## src/rtl/abi_pkg.sv

```systemverilog
// Purpose: constants for the front-end power-up and bias/electrode-off init controller
// Assumes: device master clock is mclk itself, so one device clock period is one mclk cycle
// Notes:   register addresses other than the fourth config register are local choices
package abi_pkg;

   // ----------------------------------------------------------------
   // timing
   // ----------------------------------------------------------------
   localparam int POR_WAIT_TCLK   = 65536;   // post_powerup_wait, device clock periods
   localparam int RST_LOW_TCLK    = 2;       // reset low width, device clock periods
   localparam int MCLK_PER_TCLK   = 1;       // device clock is mclk passed straight out
   localparam int POR_WAIT_CYC    = POR_WAIT_TCLK * MCLK_PER_TCLK;
   localparam int RST_LOW_CYC     = RST_LOW_TCLK * MCLK_PER_TCLK;
   localparam int CNT_W           = 17;

   // ----------------------------------------------------------------
   // device register addresses
   // ----------------------------------------------------------------
   localparam logic [7:0] ADDR_THIRD_CONFIG   = 8'h03;
   localparam logic [7:0] ADDR_ELEC_OFF_CFG   = 8'h04;
   localparam logic [7:0] ADDR_CH_FOUR_SET    = 8'h08;
   localparam logic [7:0] ADDR_CH_FIVE_SET    = 8'h09;
   localparam logic [7:0] ADDR_BIAS_POS_SEL   = 8'h0D;
   localparam logic [7:0] ADDR_BIAS_NEG_SEL   = 8'h0E;
   localparam logic [7:0] ADDR_ELEC_OFF_POS   = 8'h0F;
   localparam logic [7:0] ADDR_ELEC_OFF_NEG   = 8'h10;
   localparam logic [7:0] ADDR_FOURTH_CONFIG  = 8'h17;

   // ----------------------------------------------------------------
   // register values
   // ----------------------------------------------------------------
   localparam logic [7:0] VAL_ELEC_OFF_DC     = 8'h00;
   localparam logic [7:0] VAL_COMP_ENABLE     = 8'h02;
   localparam logic [7:0] VAL_ALL_CHANNELS    = 8'hFF;
   localparam logic [7:0] VAL_CH_ONE_TO_THREE = 8'h07;
   localparam logic [7:0] VAL_CH4_BIAS_TO_NEG = 8'h07;
   localparam logic [7:0] VAL_CH5_BIAS_MEAS   = 8'h02;
   localparam logic [3:0] CONF3_LOW_NIBBLE    = 4'hC;
   localparam int         CONF3_MEAS_BIT      = 4;
   localparam int         CONF3_REF_BIT       = 5;
   localparam int         CONF3_PWR_BIT       = 6;
   localparam int         COMP_EN_BIT         = 1;
   localparam logic [2:0] MUX_BIAS_TO_POS     = 3'b110;
   localparam logic [2:0] MUX_BIAS_TO_NEG     = 3'b111;

   // ----------------------------------------------------------------
   // write sequence table: {class, addr, data}
   // ----------------------------------------------------------------
   localparam int         SEQ_W       = 18;
   localparam int         SEQ_DEPTH   = 9;
   localparam int         IDX_W       = 4;
   localparam logic [1:0] CLS_ALWAYS  = 2'h0;
   localparam logic [1:0] CLS_ELECTRODE_OFF_CONFIG    = 2'h1;
   localparam logic [1:0] CLS_MEAS    = 2'h2;
   localparam logic [1:0] CLS_CONF3   = 2'h3;

   typedef enum logic [2:0] {
      ABI_IDLE,
      ABI_CLKWAIT,
      ABI_RSTLOW,
      ABI_FETCH,
      ABI_DECIDE,
      ABI_SEND,
      ABI_DONE
   } abi_state_e;

endpackage

```

## src/rtl/abi_init_ctrl.sv

```systemverilog
// Purpose: host-side power-up, reset and bias/electrode-off configuration sequencer
// Assumes: serial command engine on mclk accepts (cmd_addr, cmd_data) on cmd_valid & cmd_ready
// Notes:   device master clock is mclk gated by dev_clk_run; status input is same-domain
//
// Behaviour
// - all device inputs held low until supplies report stable (after a supply loss cmd_addr and cmd_data keep their last values)
// - device clock starts before the post-power-up wait is counted
// - wait 2^16 clock periods, then reset low for at least 2 periods
// - program configuration registers after reset release before claiming ready
// - in a chain only one device keeps bias amplifier powered
// - write 00h to electrode-off config for dc detection
// - write 02h to fourth config register to enable comparators
// - write FFh to both electrode-off sense-select registers
// - electrode-off results arrive as status bits in the data stream
// - write 07h to both bias sense-select registers
// - third config x11x1100 powers bias amp with internal reference
// - third config x1111100 additionally enables bias measurement
// - channel four low nibble 0111 routes bias return to negative input
// - channel five low nibble 0010 measures bias against reference
`timescale 1ns/1ns
`default_nettype none
module abi_init_ctrl
   import abi_pkg::*;
#(
   parameter int POR_CYCLES = POR_WAIT_CYC
)
(
   input  wire logic       mclk,
   input  wire logic       resetn,
   input  wire logic       supply_ok,
   input  wire logic       electrode_off_config_enable,
   input  wire logic       bias_meas_enable,
   input  wire logic       bias_powerdown,
   output logic            dev_clk_run,
   output logic            dev_reset_n,
   output logic            cmd_valid,
   output logic [7:0]      cmd_addr,
   output logic [7:0]      cmd_data,
   input  wire logic       cmd_ready,
   input  wire logic       stat_valid,
   input  wire logic [7:0] stat_pos,
   input  wire logic [7:0] stat_neg,
   output logic [7:0]      elec_off_pos,
   output logic [7:0]      elec_off_neg,
   output logic            elec_off_change,
   output logic            init_done
);

   localparam logic [CNT_W-1:0] POR_LAST = CNT_W'(POR_CYCLES - 1);
   localparam logic [CNT_W-1:0] RST_LAST = CNT_W'(RST_LOW_CYC - 1);
   localparam logic [IDX_W-1:0] IDX_LAST = IDX_W'(SEQ_DEPTH - 1);

   typedef struct packed {
      abi_state_e       st;
      logic [CNT_W-1:0] cnt;
      logic [IDX_W-1:0] idx;
      logic             s1;
      logic             s2;
      logic             s3;
      logic             sup;
      logic             clk_run;
      logic             rst_n;
      logic             cmd_v;
      logic [7:0]       addr;
      logic [7:0]       data;
      logic [7:0]       lpos;
      logic [7:0]       lneg;
      logic             chg;
      logic             done;
   } abi_regs_s;

   abi_regs_s        r_r;
   abi_regs_s        r_nxt;
   logic [SEQ_W-1:0] rom_q;

   // ----------------------------------------------------------------
   // write table
   // ----------------------------------------------------------------
   abi_seq_rom #(
      .DEPTH (SEQ_DEPTH)
   ) u_rom (
      .mclk   (mclk),
      .resetn (resetn),
      .rd_idx (r_r.idx),
      .rd_q   (rom_q)
   );

   function automatic logic entry_skipped(input logic [1:0] cls,
                                          input logic       electrode_off_config_en,
                                          input logic       meas_en);
      entry_skipped = (cls == CLS_ELECTRODE_OFF_CONFIG && !electrode_off_config_en) || (cls == CLS_MEAS && !meas_en);
   endfunction

   // ----------------------------------------------------------------
   // sequencer
   // ----------------------------------------------------------------
   always_comb
   begin
      r_nxt     = r_r;
      r_nxt.chg = 1'b0;
      r_nxt.s1  = supply_ok;
      r_nxt.s2  = r_r.s1;
      r_nxt.s3  = r_r.s2;
      // a level change counts only once two stages agree
      if (r_r.s2 == r_r.s3)
         r_nxt.sup = r_r.s3;

      if (stat_valid)
      begin
         r_nxt.lpos = stat_pos;
         r_nxt.lneg = stat_neg;
         r_nxt.chg  = (stat_pos != r_r.lpos) || (stat_neg != r_r.lneg);
      end

      case (r_r.st)
         ABI_IDLE:
         begin
            r_nxt.cnt = '0;
            if (r_r.sup)
            begin
               r_nxt.clk_run = 1'b1;
               r_nxt.rst_n   = 1'b1;
               r_nxt.st      = ABI_CLKWAIT;
            end
         end
         ABI_CLKWAIT:
         begin
            r_nxt.cnt = r_r.cnt + 1'b1;
            if (r_r.cnt == POR_LAST)
            begin
               r_nxt.cnt   = '0;
               r_nxt.rst_n = 1'b0;
               r_nxt.st    = ABI_RSTLOW;
            end
         end
         ABI_RSTLOW:
         begin
            r_nxt.cnt = r_r.cnt + 1'b1;
            if (r_r.cnt == RST_LAST)
            begin
               r_nxt.rst_n = 1'b1;
               r_nxt.idx   = '0;
               r_nxt.st    = ABI_FETCH;
            end
         end
         ABI_FETCH:
            r_nxt.st = ABI_DECIDE;
         ABI_DECIDE:
         begin
            if (entry_skipped(rom_q[17:16], electrode_off_config_enable, bias_meas_enable))
            begin
               r_nxt.idx = r_r.idx + 1'b1;
               r_nxt.st  = (r_r.idx == IDX_LAST) ? ABI_DONE : ABI_FETCH;
            end
            else
            begin
               r_nxt.addr  = rom_q[15:8];
               r_nxt.data  = rom_q[7:0];
               // one amplifier per chain stays on, the rest take power-down
               if (rom_q[17:16] == CLS_CONF3)
                  r_nxt.data = {1'b0, !bias_powerdown, 1'b1, bias_meas_enable,
                                CONF3_LOW_NIBBLE};
               r_nxt.cmd_v = 1'b1;
               r_nxt.st    = ABI_SEND;
            end
         end
         ABI_SEND:
         begin
            if (cmd_ready)
            begin
               r_nxt.cmd_v = 1'b0;
               r_nxt.idx   = r_r.idx + 1'b1;
               r_nxt.st    = (r_r.idx == IDX_LAST) ? ABI_DONE : ABI_FETCH;
            end
         end
         ABI_DONE:
            r_nxt.done = 1'b1;
         default:
            r_nxt.st = ABI_IDLE;
      endcase

      // supplies lost: device clock, reset and cmd_valid go low again; cmd_addr and cmd_data keep their last values
      if (!r_r.sup)
      begin
         r_nxt.st      = ABI_IDLE;
         r_nxt.clk_run = 1'b0;
         r_nxt.rst_n   = 1'b0;
         r_nxt.cmd_v   = 1'b0;
         r_nxt.done    = 1'b0;
      end
   end

   always_ff @(posedge mclk or negedge resetn)
   begin
      if (!resetn)
         r_r <= '{st: ABI_IDLE, default: '0};
      else
         r_r <= r_nxt;
   end

   assign dev_clk_run     = r_r.clk_run;
   assign dev_reset_n     = r_r.rst_n;
   assign cmd_valid       = r_r.cmd_v;
   assign cmd_addr        = r_r.addr;
   assign cmd_data        = r_r.data;
   assign elec_off_pos    = r_r.lpos;
   assign elec_off_neg    = r_r.lneg;
   assign elec_off_change = r_r.chg;
   assign init_done       = r_r.done;

   // ----------------------------------------------------------------
   // checks
   // ----------------------------------------------------------------
   logic [CNT_W:0] run_cnt_r;

   // counts cycles of running device clock, saturating
   always_ff @(posedge mclk or negedge resetn)
   begin
      if (!resetn)
         run_cnt_r <= '0;
      else if (!r_r.clk_run)
         run_cnt_r <= '0;
      else if (!run_cnt_r[CNT_W])
         run_cnt_r <= run_cnt_r + 1'b1;
   end
endmodule
`default_nettype wire

```

## src/rtl/abi_seq_rom.sv

```systemverilog
// Purpose: table of configuration writes, registered read
// Assumes: one read per cycle, data valid the cycle after the address
// Notes:   entries past the table read as zero
`timescale 1ns/1ns
`default_nettype none
module abi_seq_rom
   import abi_pkg::*;
#(
   parameter int DEPTH = SEQ_DEPTH
)
(
   input  wire logic             mclk,
   input  wire logic             resetn,
   input  wire logic [IDX_W-1:0] rd_idx,
   output logic      [SEQ_W-1:0] rd_q
);

   function automatic logic [SEQ_W-1:0] entry(input logic [IDX_W-1:0] i);
      case (i)
         4'h0:    entry = {CLS_ELECTRODE_OFF_CONFIG,   ADDR_ELEC_OFF_CFG,  VAL_ELEC_OFF_DC};
         4'h1:    entry = {CLS_ELECTRODE_OFF_CONFIG,   ADDR_FOURTH_CONFIG, VAL_COMP_ENABLE};
         4'h2:    entry = {CLS_ELECTRODE_OFF_CONFIG,   ADDR_ELEC_OFF_POS,  VAL_ALL_CHANNELS};
         4'h3:    entry = {CLS_ELECTRODE_OFF_CONFIG,   ADDR_ELEC_OFF_NEG,  VAL_ALL_CHANNELS};
         4'h4:    entry = {CLS_ALWAYS, ADDR_BIAS_POS_SEL,  VAL_CH_ONE_TO_THREE};
         4'h5:    entry = {CLS_ALWAYS, ADDR_BIAS_NEG_SEL,  VAL_CH_ONE_TO_THREE};
         4'h6:    entry = {CLS_CONF3,  ADDR_THIRD_CONFIG,  8'h00};
         4'h7:    entry = {CLS_MEAS,   ADDR_CH_FOUR_SET,   VAL_CH4_BIAS_TO_NEG};
         4'h8:    entry = {CLS_MEAS,   ADDR_CH_FIVE_SET,   VAL_CH5_BIAS_MEAS};
         default: entry = '0;
      endcase
   endfunction

   always_ff @(posedge mclk or negedge resetn)
   begin
      if (!resetn)
         rd_q <= '0;
      else
         rd_q <= (rd_idx < DEPTH) ? entry(rd_idx) : '0;
   end

endmodule
`default_nettype wire
```

## config.mk

```make
export PLATFORM = sky130hd
export DESIGN_NAME = abi_init_ctrl
export DESIGN_NICKNAME = d
export VERILOG_FILES = /design/src/rtl/abi_pkg.sv /design/src/rtl/abi_init_ctrl.sv /design/src/rtl/abi_seq_rom.sv
export SDC_FILE = /design/constraint.sdc
export NUM_CORES = 1
export LEC_CHECK = 0
export BUFFER_PORTS_ARGS = -buffer_cell sky130_fd_sc_hd__buf_2
export CAP_MARGIN = 20
export CORE_MARGIN = 2
export CORE_UTILIZATION = 64
export CTS_BUF_LIST = sky130_fd_sc_hd__clkbuf_2
export DETAILED_ROUTE_END_ITERATION = 10
export PLACE_DENSITY_LB_ADDON = 0.3
export SLEW_MARGIN = 20
export SYNTH_ARGS = -nofsm -noshare
export SYNTH_HDL_FRONTEND = slang
export SYNTH_HIERARCHICAL = 1
export SYNTH_SLANG_ARGS = --single-unit
export TNS_END_PERCENT = 100
```

## constraint.sdc

```tcl
create_clock -name mclk -period 4.19 [get_ports mclk]
set_input_delay 0.2095 -clock mclk [delete_from_list [all_inputs] [get_ports mclk]]
set_output_delay 0.2095 -clock mclk [all_outputs]
set_load 0.03 [all_outputs]
```

==> qor.txt <==
Die Width: 83.0 µm
Async SR Flop Fraction: 100%
clk buf depth: 2
minimum clock period after layout: 2.76 ns
Setup WS pre-CTS: 1.47 ns
Leak: 1.90 nW
Setup Crit Path Kind: reg2reg
Max VDD drop: 0.440 mV
PnR worst setup slack: 1.43 ns
clk_lat worst skew: 0.51 ns
worst min path class: in2reg
crit share post-route: 66.0%
Final setup violation count: 0
1st-iter DRT viols: 164
vias in the first global route: 2766
CP Cell Sequence: and4_1, nand4_1, or3_1, inv_1, ha_1, nand2b_1, and2_0, or4_1, nand2_1
Initial DRT Pass Iterations: 4
vias per cell: 5.74
Hold Fails Final Rpt: 0
core area: 5990 µm²
Num CTS Buffers: 9
crit-path leading delay family: simple AND/OR/NAND/NOR gates
sequential area share after synthesis: 47.0%
post-CTS setup buffer count: 0
kind of end point of the critical path: register
Synth Register Bits: 75
Top FF cell, synth: dfrtp_1
CP max-delay cell: and2_0
GR Util met1: 31.7%
number of max-cap violations: 0
Die Ht: 83.0 µm
die area: 6880 µm²
hpwl dp: 4770 µm
RSZ-0062 raised after global routing: false
max frequency: 362 MHz
register clock-pin slew on the reported worst setup and hold paths: 0.21 ns
first-pass GRT wire length: 13000 µm
Data required, critical path: 4.59 ns
crit path buf inv count: 1
post-DR wirelength/cell: 15.0 µm
gr busiest metal: met2
Worst-Margin Slew: 1.01 ns
TritonCTS clock tree: yes
M2 GR Usage: 36.4%
n_diodes: 0
GRT Total Usage: 23.1%
Mapped Cells: 377
Area Growth Syn to Fin: 8.53%
setup tns final: 0 ns
crit-path max cell delay: 0.61 ns
status: completed
GRT overflow: 0
Power Density: 507 nW/µm²
antenna violations before repair: 0
most common cell in the synthesized netlist: dfrtp_1
Ports: 61
Initial Utilization: 66.6%
worst hold margin: 0.0767 ns
filler instances: 416
DRC Markers: 0
Synth area leaders: dfrtp_1 (47%), buf_4 (7.7%), mux2_2 (6.8%), xnor2_1 (3.9%), ha_1 (3.1%)
syn avg cell area: 10.6 µm²
clk root buf: clkbuf_2
total routed wirelength: 7480 µm
most frequent cells after synthesis: dfrtp_1 (75), buf_4 (41), mux2_2 (24)
GP Congestion: 0.824
DR vias: 2860
Data arrival, critical path: 3.17 ns
Final ANT Viol Nets: 0
# nets final: 453
layout cell share with drive strength beyond 1: 25.8%
total of warnings raised by yosys: 6
Yosys cell types: 55
H-tree levels: 3
CP startpoint kind: register
largest net degree at the start of global routing: 50
port bufs: 60
Final Max Slew Viols: 0
Worst Path Max Fanout: 14
CTS sink count: 75
clk_skew: 0.0241 ns
number of synthesized flops with an enable pin: 0
Worst slew margin: 32.1%
Synth Cell Area: 3990 µm²
most area-hungry cell type in the Yosys netlist: dfrtp_1
met3 GRT Util: 4.37%
Yosys top cell area share: 47.0%
Rows: 28
[path summary, 6_finish.rpt]
path | start | endpoint | slack (ns) | cells past startpoint
worst max-delay path | r_r[51] | r_r[54] | 1.43 | 9
worst min-delay path | stat_valid | elec_off_change | 0.08 | 2
worst max register to register | r_r[51] | r_r[54] | 1.43 | 9
worst min register to register | r_nxt[39] | r_nxt[38] | 0.38 | 0
max in group asynchronous | resetn | r_r[50] | 3.18 | 3
min in group asynchronous | resetn | r_r[38] | 0.20 | 2
[per-stage QoR]
step | total power [mW] | utilization [%] | std cells | area [µm²]
floorplan | 1.77 | - | 379 | 4000
global placement | 1.83 | 67.3 | 462 | 4030
detailed placement | 1.85 | 67.3 | 462 | 4030
CTS | 2.20 | 72.3 | 498 | 4330
global route | 2.35 | 72.3 | 498 | 4330
finish | 2.20 | 72.3 | 498 | 4330
[cell type report]
cell class	count	area (µm²)	area share [%]
Sequential cell	75	1880	43.3
Multi-Input combinational cell	233	1680	38.8
Timing Repair Buffer	83	528	12.2
Tap cell	75	93.8	2.17
Inverter	17	63.8	1.47
Clock buffer	9	45.0	1.04
Clock inverter	6	42.5	0.982
[logic make-up after synthesis]
logic type                 after synthesis  share of synthesized area, %
adders and majority gates               11                          3.39
xor gates and xnor gates                25                          5.49
buffers and inverters                   71                          11.0
DFF                                     75                          47.0
other                                    1                        0.0940
muxes                                   28                          7.77
and+or+nand+nor                        103                          15.0
AOI/OAI and AO/OA                       63                          10.2
[what timing repair did]
item,4_1_cts,5_1_grt
resized for setup,0,0
setup endpoints to repair,0,0
hold buffers,21,0
hold endpoints to repair,68,0
[metal layers]
metal  wire, µm  part of all wire (%)  vias up
met4         93                   1.2        0
met5          0                     0        -
li1           -                     -     1371
met1       3420                    46     1370
met3        417                   5.6       11
met2       3540                    47      108
[power breakdown]
part           switching, mW  leakage [nW]  internal [mW]
combinational          0.502         0.902          0.308
sequential             0.172         0.948          0.878
clock                  0.260        0.0541         0.0755
[placed cells by master (no fill, tap or decap), types with 9 or more instances in the layout]
master,n
clkbuf_2,9
buf_2,59
ha_1,10
o21ai_0,18
mux2_2,24
dfrtp_1,75
nand2_1,15
nor2_1,15
dlygate4sd3_1,21
inv_1,17
a21oi_1,20
xnor2_1,18
nand4_1,10
nand3_1,12
[flip-flops by register name (all words and copies together), names as in the netlist]
register	count
cmd_addr	8
cmd_data	8
cmd_valid	1
dev_clk_run	1
dev_reset_n	1
elec_off_change	1
elec_off_neg	8
elec_off_pos	8
init_done	1
r_nxt	2
r_r	26
u_rom/rd_q	10
No activity file was read; power rests on OpenSTA's default activity.
